### src/design/clp_pkg.sv
// constants for the controller power-mode and interrupt block
package clp_pkg;
  localparam int CLK_MHZ = 125;
  // recovery delay after power-down entered without sleep, in ns
  localparam int RECOVERY_NS = 200;
  localparam int RECOVERY_CYC = (RECOVERY_NS * CLK_MHZ + 999) / 1000;
  // wake-up low-pass filter minimum pulse, in ns
  localparam int WAKE_FILT_NS = 2000;
  localparam int WAKE_FILT_CYC = (WAKE_FILT_NS * CLK_MHZ + 999) / 1000;
  localparam int RESYNC_BITS = 11;
  localparam int BUSOFF_RUNS = 128;
  localparam int NUM_TXBUF = 3;
  // error-state encodings for the tx and rx state fields
  localparam logic [1:0] ST_OK = 2'h0;
  localparam logic [1:0] ST_WARN = 2'h1;
  localparam logic [1:0] ST_PASSIVE = 2'h2;
  localparam logic [1:0] ST_BUSOFF = 2'h3;
  typedef enum logic [5:0] {
    CLP_DISABLED = 6'h01,
    CLP_NORMAL = 6'h02,
    CLP_DRAIN = 6'h04,
    CLP_SLEEP = 6'h08,
    CLP_PDOWN = 6'h10,
    CLP_RECOVER = 6'h20
  } clp_mode_t;
endpackage : clp_pkg

### src/design/clp_core.sv
// power-mode sequencing, wake-up and interrupt flags of the can controller
`timescale 1ns/1ps
module clp_core (
  input wire logic ref_clk_in,
  input wire logic rst_b_in,
  input wire logic module_enable_bit_in,
  input wire logic stop_in_wait_bit_in,
  input wire logic cpu_wait_in,
  input wire logic cpu_stop_in,
  input wire logic cpu_int_mask_in,
  input wire logic sleep_request_bit_in,
  input wire logic wakeup_enable_bit_in,
  input wire logic wakeup_filter_bit_in,
  input wire logic can_receive_pin_in,
  input wire logic proto_tx_in,
  input wire logic proto_tx_active_in,
  input wire logic proto_rx_active_in,
  input wire logic bus_idle_in,
  input wire logic recessive_bit_in,
  input wire logic [2:0] tx_scheduled_in,
  input wire logic [2:0] tx_abort_done_in,
  input wire logic rx_eof_in,
  input wire logic rx_queue_pending_in,
  input wire logic rx_overrun_in,
  input wire logic [1:0] tx_err_state_in,
  input wire logic [1:0] rx_err_state_in,
  input wire logic [2:0] tx_empty_clr_in,
  input wire logic rx_full_clr_in,
  input wire logic wakeup_clr_in,
  input wire logic status_clr_in,
  input wire logic overrun_clr_in,
  input wire logic wakeup_int_enable_in,
  input wire logic status_change_int_enable_in,
  input wire logic overrun_int_enable_in,
  input wire logic rx_full_int_enable_in,
  input wire logic [2:0] tx_empty_int_enables_in,
  output logic sleep_ack_bit_out,
  output logic sleep_req_view_out,
  output logic core_clk_en_out,
  output logic reg_access_ok_out,
  output logic proto_run_out,
  output logic rx_shift_allow_out,
  output logic abort_allow_out,
  output logic busoff_count_en_out,
  output logic can_rx_internal_out,
  output logic can_transmit_pin_out,
  output logic [2:0] tx_buffer_empty_flag_out,
  output logic rx_full_flag_out,
  output logic wakeup_int_flag_out,
  output logic status_change_flag_out,
  output logic overrun_flag_out,
  output logic [1:0] tx_state_field_out,
  output logic [1:0] rx_state_field_out,
  output logic irq_wakeup_out,
  output logic irq_error_out,
  output logic irq_rx_out,
  output logic irq_tx_out,
  output logic [5:0] mode_out
);

  ////////////////////////////////////////////////////////////////////////////
  // input synchronisers
  logic rx_s1, rx_s2;
  logic slp_s1, slp_s2;
  logic ack_s1, ack_s2;
  logic sleep_core;

  always_ff @(posedge ref_clk_in or negedge rst_b_in) begin
    if (!rst_b_in) begin
      rx_s1 <= 1'h1;
      rx_s2 <= 1'h1;
    end else begin
      rx_s1 <= can_receive_pin_in;
      rx_s2 <= rx_s1;
    end
  end

  // request into the core side and ack back to the register side
  always_ff @(posedge ref_clk_in or negedge rst_b_in) begin
    if (!rst_b_in) begin
      slp_s1 <= 1'h0;
      slp_s2 <= 1'h0;
      ack_s1 <= 1'h0;
      ack_s2 <= 1'h0;
    end else begin
      slp_s1 <= sleep_request_bit_in;
      slp_s2 <= slp_s1;
      ack_s1 <= sleep_core;
      ack_s2 <= ack_s1;
    end
  end

  ////////////////////////////////////////////////////////////////////////////
  // wake-up detection
  logic rx_masked;
  logic [7:0] filt_cnt;
  logic bus_activity;
  clp_pkg::clp_mode_t mode;
  clp_pkg::clp_mode_t next_mode;

  assign rx_masked = wakeup_enable_bit_in ? rx_s2 : 1'h1;

  // filter needs a dominant level that persists; raw mode takes any dominant sample
  always_ff @(posedge ref_clk_in or negedge rst_b_in) begin
    if (!rst_b_in) begin
      filt_cnt <= 8'h00;
    end else if (rx_masked) begin
      filt_cnt <= 8'h00;
    end else if (filt_cnt != 8'(clp_pkg::WAKE_FILT_CYC)) begin
      filt_cnt <= filt_cnt + 8'h01;
    end
  end

  assign bus_activity = wakeup_filter_bit_in ?
      (filt_cnt == 8'(clp_pkg::WAKE_FILT_CYC)) : !rx_masked;

  ////////////////////////////////////////////////////////////////////////////
  // mode sequencer
  logic pdown_req;
  logic slept_before_pd;
  logic [7:0] rec_cnt;
  logic [3:0] resync_cnt;
  logic resync_done;
  logic tx_pending;
  logic stale_req;

  assign pdown_req = cpu_stop_in || (cpu_wait_in && stop_in_wait_bit_in);
  assign tx_pending = |tx_scheduled_in;
  assign sleep_core = (mode == clp_pkg::CLP_SLEEP);

  always_comb begin
    next_mode = mode;
    case (mode)
      clp_pkg::CLP_DISABLED: begin
        if (module_enable_bit_in) next_mode = clp_pkg::CLP_NORMAL;
      end
      clp_pkg::CLP_NORMAL: begin
        if (pdown_req) next_mode = clp_pkg::CLP_PDOWN;
        else if (slp_s2 && !stale_req) next_mode = clp_pkg::CLP_DRAIN;
      end
      clp_pkg::CLP_DRAIN: begin
        if (pdown_req) next_mode = clp_pkg::CLP_PDOWN;
        else if (!slp_s2) next_mode = clp_pkg::CLP_NORMAL;
        else if (!tx_pending && !proto_rx_active_in && !proto_tx_active_in
                 && (bus_idle_in || !proto_rx_active_in))
          next_mode = clp_pkg::CLP_SLEEP;
      end
      clp_pkg::CLP_SLEEP: begin
        if (pdown_req) next_mode = clp_pkg::CLP_PDOWN;
        else if (bus_activity || !slp_s2) next_mode = clp_pkg::CLP_NORMAL;
      end
      clp_pkg::CLP_PDOWN: begin
        if (!pdown_req) begin
          if (slept_before_pd) next_mode = clp_pkg::CLP_NORMAL;
          else next_mode = clp_pkg::CLP_RECOVER;
        end
      end
      clp_pkg::CLP_RECOVER: begin
        if (pdown_req) next_mode = clp_pkg::CLP_PDOWN;
        else if (rec_cnt == 8'(clp_pkg::RECOVERY_CYC)) next_mode = clp_pkg::CLP_NORMAL;
      end
      default: next_mode = clp_pkg::CLP_DISABLED;
    endcase
    if (!module_enable_bit_in) next_mode = clp_pkg::CLP_DISABLED;
  end

  always_ff @(posedge ref_clk_in or negedge rst_b_in) begin
    if (!rst_b_in) mode <= clp_pkg::CLP_DISABLED;
    else mode <= next_mode;
  end

  always_ff @(posedge ref_clk_in or negedge rst_b_in) begin
    if (!rst_b_in) begin
      slept_before_pd <= 1'h0;
    end else if (mode != clp_pkg::CLP_PDOWN && next_mode == clp_pkg::CLP_PDOWN) begin
      slept_before_pd <= sleep_core;
    end
  end

  // a bus wake leaves the request standing; it must drop before it counts again,
  // otherwise the block would fall straight back into sleep
  always_ff @(posedge ref_clk_in or negedge rst_b_in) begin
    if (!rst_b_in) begin
      stale_req <= 1'h0;
    end else if (!slp_s2) begin
      stale_req <= 1'h0;
    end else if (sleep_core && next_mode == clp_pkg::CLP_NORMAL) begin
      stale_req <= 1'h1;
    end
  end

  always_ff @(posedge ref_clk_in or negedge rst_b_in) begin
    if (!rst_b_in) rec_cnt <= 8'h00;
    else if (mode == clp_pkg::CLP_RECOVER) rec_cnt <= rec_cnt + 8'h01;
    else rec_cnt <= 8'h00;
  end

  // counts recessive bit strobes after waking; a waking frame is skipped
  always_ff @(posedge ref_clk_in or negedge rst_b_in) begin
    if (!rst_b_in) begin
      resync_cnt <= 4'h0;
    end else if (mode != clp_pkg::CLP_NORMAL) begin
      resync_cnt <= 4'h0;
    end else if (!resync_done && recessive_bit_in) begin
      resync_cnt <= resync_cnt + 4'h1;
    end else if (!resync_done && !rx_s2) begin
      resync_cnt <= 4'h0;
    end
  end
  assign resync_done = (resync_cnt == 4'(clp_pkg::RESYNC_BITS));

  ////////////////////////////////////////////////////////////////////////////
  // mode-derived controls
  logic running;
  assign running = (mode == clp_pkg::CLP_NORMAL) || (mode == clp_pkg::CLP_DRAIN);

  always_ff @(posedge ref_clk_in or negedge rst_b_in) begin
    if (!rst_b_in) begin
      can_transmit_pin_out <= 1'h1;
      core_clk_en_out <= 1'h0;
      proto_run_out <= 1'h0;
    end else begin
      can_transmit_pin_out <= (running && resync_done && next_mode != clp_pkg::CLP_PDOWN) ?
          proto_tx_in : 1'h1;
      core_clk_en_out <= running || (next_mode == clp_pkg::CLP_RECOVER);
      proto_run_out <= running && resync_done;
    end
  end

  assign sleep_ack_bit_out = ack_s2 && sleep_request_bit_in;
  assign sleep_req_view_out = sleep_request_bit_in;
  assign reg_access_ok_out = (mode != clp_pkg::CLP_PDOWN);
  assign rx_shift_allow_out = running && resync_done;
  assign abort_allow_out = running;
  assign busoff_count_en_out = running;
  assign can_rx_internal_out = rx_masked;
  assign mode_out = mode;

  ////////////////////////////////////////////////////////////////////////////
  // interrupt flags: a set in the cycle of a clear wins
  logic [2:0] tx_empty;
  logic [2:0] next_tx_empty;
  logic rx_full, wake_flag, stat_flag, ovr_flag;
  logic [1:0] tx_st, rx_st;
  logic wake_set, stat_set;
  logic sleep_armed;

  always_comb begin
    next_tx_empty = tx_empty;
    for (int i = 0; i < clp_pkg::NUM_TXBUF; i++) begin
      if (!tx_scheduled_in[i] || tx_abort_done_in[i]) next_tx_empty[i] = 1'h1;
      else if (tx_empty_clr_in[i]) next_tx_empty[i] = 1'h0;
    end
  end

  always_ff @(posedge ref_clk_in or negedge rst_b_in) begin
    if (!rst_b_in) tx_empty <= 3'h7;
    else tx_empty <= next_tx_empty;
  end

  always_ff @(posedge ref_clk_in or negedge rst_b_in) begin
    if (!rst_b_in) rx_full <= 1'h0;
    else if (rx_eof_in && rx_shift_allow_out) rx_full <= 1'h1;
    else if (rx_full_clr_in) rx_full <= rx_queue_pending_in && rx_shift_allow_out;
  end

  // wake interrupt needs acknowledged sleep, possibly followed by power-down
  always_ff @(posedge ref_clk_in or negedge rst_b_in) begin
    if (!rst_b_in) sleep_armed <= 1'h0;
    else if (running) sleep_armed <= 1'h0;
    else if (sleep_core) sleep_armed <= 1'h1;
  end
  assign wake_set = sleep_armed && wakeup_enable_bit_in && wakeup_int_enable_in &&
      bus_activity && (sleep_core || mode == clp_pkg::CLP_PDOWN);

  always_ff @(posedge ref_clk_in or negedge rst_b_in) begin
    if (!rst_b_in) wake_flag <= 1'h0;
    else if (wake_set) wake_flag <= 1'h1;
    else if (wakeup_clr_in) wake_flag <= 1'h0;
  end

  assign stat_set = ((tx_err_state_in != tx_st) && (tx_err_state_in != clp_pkg::ST_OK)) ||
      ((rx_err_state_in != rx_st) && (rx_err_state_in != clp_pkg::ST_OK));

  always_ff @(posedge ref_clk_in or negedge rst_b_in) begin
    if (!rst_b_in) begin
      tx_st <= clp_pkg::ST_OK;
      rx_st <= clp_pkg::ST_OK;
      stat_flag <= 1'h0;
    end else begin
      tx_st <= tx_err_state_in;
      rx_st <= rx_err_state_in;
      if (stat_set) stat_flag <= 1'h1;
      else if (status_clr_in) stat_flag <= 1'h0;
    end
  end

  always_ff @(posedge ref_clk_in or negedge rst_b_in) begin
    if (!rst_b_in) ovr_flag <= 1'h0;
    else if (rx_overrun_in) ovr_flag <= 1'h1;
    else if (overrun_clr_in) ovr_flag <= 1'h0;
  end

  assign tx_buffer_empty_flag_out = tx_empty;
  assign rx_full_flag_out = rx_full;
  assign wakeup_int_flag_out = wake_flag;
  assign status_change_flag_out = stat_flag;
  assign overrun_flag_out = ovr_flag;
  assign tx_state_field_out = tx_st;
  assign rx_state_field_out = rx_st;

  // pending while any flag stands with its enable set; the cpu mask gates all four lines
  assign irq_wakeup_out = !cpu_int_mask_in && wake_flag && wakeup_int_enable_in;
  assign irq_error_out = !cpu_int_mask_in && ((stat_flag && status_change_int_enable_in) ||
      (ovr_flag && overrun_int_enable_in));
  assign irq_rx_out = !cpu_int_mask_in && rx_full && rx_full_int_enable_in;
  assign irq_tx_out = !cpu_int_mask_in && |(tx_empty & tx_empty_int_enables_in);

endmodule : clp_core

### config.mk
export PLATFORM = sky130hd
export DESIGN_NAME = clp_core
export DESIGN_NICKNAME = d
export VERILOG_FILES = /design/src/design/clp_pkg.sv /design/src/design/clp_core.sv
export SDC_FILE = /design/constraint.sdc
export NUM_CORES = 1
export LEC_CHECK = 0
export BUFFER_PORTS_ARGS = -buffer_cell sky130_fd_sc_hd__buf_2
export CAP_MARGIN = 5
export CORE_MARGIN = 1.5
export CORE_UTILIZATION = 46
export DETAILED_ROUTE_END_ITERATION = 6
export HOLD_SLACK_MARGIN = 0.06
export MAX_ROUTING_LAYER = met4
export PLACE_DENSITY_LB_ADDON = 0.15
export SYNTH_ARGS = -nofsm -noshare
export SYNTH_HDL_FRONTEND = slang
export SYNTH_SLANG_ARGS = --single-unit
### constraint.sdc
create_clock -name ref_clk_in -period 1.85 [get_ports ref_clk_in]
set_input_delay 0.0925 -clock ref_clk_in [delete_from_list [all_inputs] [get_ports ref_clk_in]]
set_output_delay 0.0925 -clock ref_clk_in [all_outputs]
set_load 0.02 [all_outputs]
Word-level counts from Yosys, hierarchy flattened
Index checks and enable logic that the tools add are counted.
{"block": "totals", "regBits": 49, "inputBits": 43, "out_inout_bits": 31, "word_cells": 153}
{"block": "op_classes", "addsub": 3, "n_eq_ne": 19, "n_mux": 40, "bitwise_logic": 1, "reduce_logical": 65}
{"op": "$mux 6", "n": 12}
{"op": "$pmux 6 s6", "n": 1}
{"op": "$logic_and 1x1->1", "n": 28}
{"op": "$mux 8", "n": 3}
{"op": "$reduce_bool 2->1", "n": 11}
{"op": "$mux 1", "n": 21}
{"op": "$add 8x1->8 const B", "n": 2}
{"op": "$eq 6x2->1 const B", "n": 2}
{"op": "$eq 6x5->1 const B", "n": 2}
{"op": "$eq 6x6->1 const B", "n": 2}
{"op": "$logic_not 1->1", "n": 12}
{"op": "$mux 4", "n": 3}
{"op": "$ne 6x5->1 const B", "n": 2}
{"op": "$logic_or 1x1->1", "n": 11}
{"op": "$eq 8x5->1 const B", "n": 1}
{"op": "$eq 8x8->1 const B", "n": 1}
{"op": "$ne 8x8->1 const B", "n": 1}
{"op": "$eq 6x1->1 const B", "n": 1}
{"op": "$eq 6x3->1 const B", "n": 1}
{"op": "$eq 6x4->1 const B", "n": 1}
{"op": "$ne 6x2->1 const B", "n": 1}
{"op": "$reduce_or 3->1", "n": 2}
{"op": "$add 4x1->4 const B", "n": 1}
{"op": "$eq 4x4->1 const B", "n": 1}
{"op": "other kinds (4)", "n": 5}

Depth between registers and ports, before layout
{"block": "logic_depth", "word_depth": 14, "ltp_mapped": 7, "depth_no_buf": 7}

Least setup slack after synthesis
No wires, ideal clock.
{"block": "synth_path", "path_type": "reg-to-reg", "start": "register mode[3], in the netlist mode_out[3]", "end": "register slept_before_pd", "setup_ns": 0.125, "t_arrival_ns": 1.809, "slack_ns": -0.084, "stages_incl_launch_ff": 7, "n_path_buf": 1, "period_less_slack_ns": 1.934, "path_cell_list": "dfrtp_1 buf_2 or3_1 a21oi_1 a21oi_1 nor4_1 mux2_2"}
{"block": "synth_between", "elab_chain_cells": 7, "elab_cells_between_ends": 21, "cone_classes": "8 x eq/ne; 12 x mux; 1 x reduce/logical"}
{"item": "from (decl)", "line_no": "clp_core.sv:98", "source": "clp_pkg::clp_mode_t mode;"}
{"item": "from (signal assigned)", "line_no": "clp_core.sv:168", "source": "if (!rst_b_in) mode <= clp_pkg::CLP_DISABLED;"}
{"item": "from (signal assigned)", "line_no": "clp_core.sv:169", "source": "else mode <= next_mode;"}
{"item": "$mux 6", "line_no": "clp_core.sv:144", "source": "else if (!tx_pending && !proto_rx_active_in && !proto_tx_active_in"}
{"item": "$mux 6", "line_no": "clp_core.sv:143", "source": "else if (!slp_s2) next_mode = clp_pkg::CLP_NORMAL;"}
{"item": "$mux 6", "line_no": "clp_core.sv:142", "source": "if (pdown_req) next_mode = clp_pkg::CLP_PDOWN;"}
{"item": "$pmux 6 s6", "line_no": "clp_core.sv:133", "source": "case (mode)"}
{"item": "$mux 6", "line_no": "clp_core.sv:164", "source": "if (!module_enable_bit_in) next_mode = clp_pkg::CLP_DISABLED;"}
{"item": "$eq 6x5->1", "line_no": "clp_core.sv:175", "source": "end else if (mode != clp_pkg::CLP_PDOWN && next_mode == clp_pkg::CLP_PDOWN) begin"}
{"item": "$logic_and 1x1->1", "line_no": "clp_core.sv:175"}
{"item": "to (signal assigned)", "line_no": "clp_core.sv:176", "source": "slept_before_pd <= sleep_core;"}
{"item": "to (decl)", "line_no": "clp_core.sv:120", "source": "logic slept_before_pd;"}
Parallel ways exist; a longest one is shown, timed or not.
A chain may end at the register's enable or synchronous reset.

Worst setup path after layout
{"block": "layout_path", "start": "register mode[2], in the netlist mode_out[2]", "end": "output reg_access_ok_out"}
{"block": "layout_between", "elab_chain_cells": 1}
{"item": "$ne 6x5->1", "line_no": "clp_core.sv:232", "source": "assign reg_access_ok_out = (mode != clp_pkg::CLP_PDOWN);"}
{"item": "to (decl)", "line_no": "clp_core.sv:40", "source": "output logic reg_access_ok_out,"}
Every way passes these cells.

==> results.txt <==
The run finished with clean final reports. After floorplanning, the core was divided into 26 placement rows. The placeable core region came out at 5107 um^2. The worst IR drop on VDD is 0.4663 mV. The dominant register cell in the synthesized netlist is dfrtp_1. The synthesized net count came out at 294. The cell depth of the worst hold path is 3. Sequential cells were found to cover 50.88% of the synthesized design area. In this run, synthesis inferred 0 flip-flops with an integrated enable. The number of cells on the worst reg-to-reg path is 7. The final RePlAce weighted congestion came out at 0.8354. The required time of the critical path came out at 1.76 ns. The met3 routing resource usage after global routing came out at 3.307%. Global routing consumed, over all layers together, 21.62% of the routing resources. The worst register-to-register path begins at rec_cnt[1]$_DFF_PN0_. The worst setup path is launched from a flop. After global routing, the most crowded layer is met2. The worst-margin pin slew came out at 0.4028 ns.

The count of endpoints failing setup in the final report is 0. The worst-case headroom to the max-slew limit came out at 72.77%. The post-route minimum period is 1.777 ns. The H-tree was split into 2 levels. The worst register-to-register path ends at core_clk_en_out$_DFF_PN0_. For hold timing, the worst endpoint is rx_full_flag_out$_DFFE_PN0P_. The share of post-route cells with drive strength above 1 came out at 35.56%. The count of inserted antenna diode cells is 0. Summing all placed instances gives a cell area of 2948 um^2. The finished layout cell area is 3361 um^2. The combined area of all synthesized cells came out at 2427 um^2.

The starting utilization of the core area came out at 47.53%. In this run the worst hold path is classified as input pin to flop. A synthesized cell averages 9.867 um^2. Summed over all layers, the routed wires come to 5778 um. The global routing met2 resource utilization is 34.02%. The number of top-level pins came out at 74.

Data arrives at the worst endpoint at 1.68 ns. The power density over the cells is 778.4 nW/um^2. Along the worst path, the maximum fanout reaches 8. Counting flops with an async set or reset pin after synthesis yields a share of 100.0%. After technology mapping, the gate count stands at 246.

CTS placed an instance of clkbuf_8 at the clock tree root. The maximum buffer depth of the clock tree came out at 2. The number of hold violations in the final report came to 0.

The critical path in this run is classified as flop to output pin. The leakage power of the design came out at 1.566 nW. Cells fill 65.80% of the core in the end.

The max capacitance violation total is 0. The CTS tree is done. The post-route clock skew came out at 0.003054 ns. The number of max-slew violations in the final report came out at 0.

The number of antenna violations at the first check in global routing was 0. The met1 global-route usage is 28.79%. Detailed placement finished with a half-perimeter wire length of 4127 um.

The flop-to-flop setup slack came out at 0.11 ns. The count of nets left with antenna violations once routing finished came out at 0. The worst hold path begins at rx_queue_pending_in. The first-pass iteration count of the detailed router is 4.

The horizontal die dimension came out at 75.64 um. The clock sink total is 49. The maximum frequency from static timing analysis came out at 562.7 MHz. The die outline area is 5721 um^2. During synthesis, Yosys emitted a total of 0 warnings. The worst setup slack before clock tree synthesis came out at -0.03018 ns.

The total clock buffers created by CTS is 5. The number of distinct standard cells referenced by the synthesized netlist is 50. Across all layers, the routed design uses 2205 vias. The overall overflow remaining after global route came out at 0. The clock reaches the later pin of the worst-skew pair after 0.30 ns. In the routed layout, each cell is associated on average with a via count of 5.128. The first-pass GRT wire length is 9018 um. The kind of capture point of the worst setup path is an output pin.

After the last flow step, the layout net total stands at 407. The via count of the first global-routing pass is 2035. Entering global routing, the biggest net connects 21 pins.

For this run, design rule violations remaining after detail routing come to 0. In this run, synthesis produced a sequential element count of 49. The final cycle utilization of the critical path came out at 96.05%. The number of input and output port buffers inserted is 72.

The die extent in y is 75.64 um. The number of fillers in the final layout came out at 428. Once routing completed, OpenROAD measured the worst setup slack at 0.07299 ns. For this block, the initial DRC count from the detailed router was 103. The routed wirelength normalized by instance count came out at 13.44 um. The area overhead of the layout relative to synthesis is 38.45%. After clock tree synthesis, the clock-pin slew on the worst setup and hold paths is 0.09 ns.
## area by class of cell
| cell class | instances | area (um^2) | area share, % |
|---|---|---|---|
| multi-input combinational | 170 | 1134 | 33.73 |
| sequential | 49 | 1239 | 36.86 |
| clock buffer | 7 | 96.34 | 2.867 |
| inverter | 19 | 71.32 | 2.122 |
| timing repair buffer | 114 | 728.2 | 21.67 |
| clock inverter | 1 | 5.005 | 0.1489 |
| tap | 70 | 87.58 | 2.606 |
## report_power, final
group | switching, mW | leakage, nW | internal [mW]
combinational | 0.384 | 0.880 | 0.341
sequential | 0.0695 | 0.632 | 1.13
clock | 0.351 | 0.0542 | 0.338
total | 0.804 | 1.57 | 1.81
## flip-flops by register name, summed over array words and instances (netlist names), 2 cells and up
name / cells
filt_cnt: 8
rec_cnt: 8
mode_out: 6
resync_cnt: 4
tx_buffer_empty_flag_out: 3
rx_state_field_out: 2
tx_state_field_out: 2
## routing by layer
layer,share of wire (%),vias up
li1,-,1088
met5,0,-
met3,3.8,7
met2,50,50
met1,45,1060
met4,1.3,0
## Yosys cell counts (all sizes together), types with 2 or more instances
cell type / n / area, um^2
nor3: 4 / 25.02
nor2: 30 / 112.6
xnor2: 4 / 35.03
a22oi: 2 / 15.01
o22ai: 4 / 25.02
nor4: 2 / 12.51
nand3b: 4 / 30.03
inv: 19 / 71.32
a222oi: 2 / 20.02
and3: 2 / 12.51
nor3b: 2 / 15.01
nand4: 2 / 12.51
buf: 7 / 52.54
xor2: 9 / 78.83
o21ai: 15 / 78.83
and2: 2 / 12.51
nor4b: 4 / 41.29
nand3: 12 / 60.06
nand2: 13 / 48.80
a21oi: 15 / 75.07
nand2b: 8 / 50.05
or3b: 2 / 17.52
nor2b: 2 / 12.51
dfrtp: 42 / 1051
ha: 5 / 62.56
or3: 6 / 37.54
dfstp: 7 / 183.9
a32oi: 3 / 26.28
o2111ai: 2 / 17.52
or4: 2 / 18.77
## what timing repair did
item | CTS | global route
hold buffers | 20 | 0
pin swaps | 0 | 3
setup buffers | 0 | 5
endpoints found under the setup margin | 7 | 9
hold endpoints to repair | 29 | 0
gates resized for setup | 6 | 11
## cell families after synthesis
logic type / after synthesis / synth area share [%]
compound gates: 50 / 13.30
xor+xnor: 13 / 4.691
fa+ha+maj: 5 / 2.577
buf+inv: 27 / 5.257
flops: 49 / 50.88
mux: 2 / 0.8763
simple gates: 100 / 22.42
## worst max-delay path: stages, from the launching register on
cell	delay, ns
dfrtp_2	0.45
or4_4	0.59
nor2_4	0.14
inv_1	0.06
buf_2	0.15
## worst max-delay path by stage
stage | endpoint | slack, ns | start
floorplan | slept_before_pd$_DFFE_PN0P_ | 0.005 | mode_out[3]$_DFF_PN0_
global placement | core_clk_en_out$_DFF_PN0_ | -0.001 | rec_cnt[1]$_DFF_PN0_
detailed placement | core_clk_en_out$_DFF_PN0_ | -0.03 | rec_cnt[1]$_DFF_PN0_
CTS | reg_access_ok_out | 0.005 | mode_out[2]$_DFF_PN0_
global route | rx_shift_allow_out | -0.03 | mode_out[3]$_DFF_PN0_
finish | reg_access_ok_out | 0.07 | mode_out[2]$_DFF_PN0_
## cells in the final DEF, fill, tap and decap left out, types with 4 or more instances in the layout
master,instances
inv_1,19
clkbuf_8,7
nand3_1,10
buf_4,23
dlygate4sd3_1,20
dfrtp_1,39
a21oi_1,15
dfstp_2,7
nand3b_1,4
o22ai_1,4
or3_1,6
ha_1,5
buf_2,71
o21ai_0,13
xnor2_1,4
nor2_1,28
nand2b_1,8
nand2_1,13
xor2_1,8
## metrics by stage
step                      hold WS (ns)  setup TNS, ns  total power [mW]  cells
final                          0.07347              0             2.616    430
after global routing            0.1154       -0.02570             2.749    430
after CTS                      0.06900              0             2.558    425
after detailed placement       0.04457       -0.05737             1.818    397
after global placement         0.04275      -0.001126             1.815    397
after floorplan                -0.2031              0             1.584    246
Note: power is estimated with default switching activity, not from simulation.
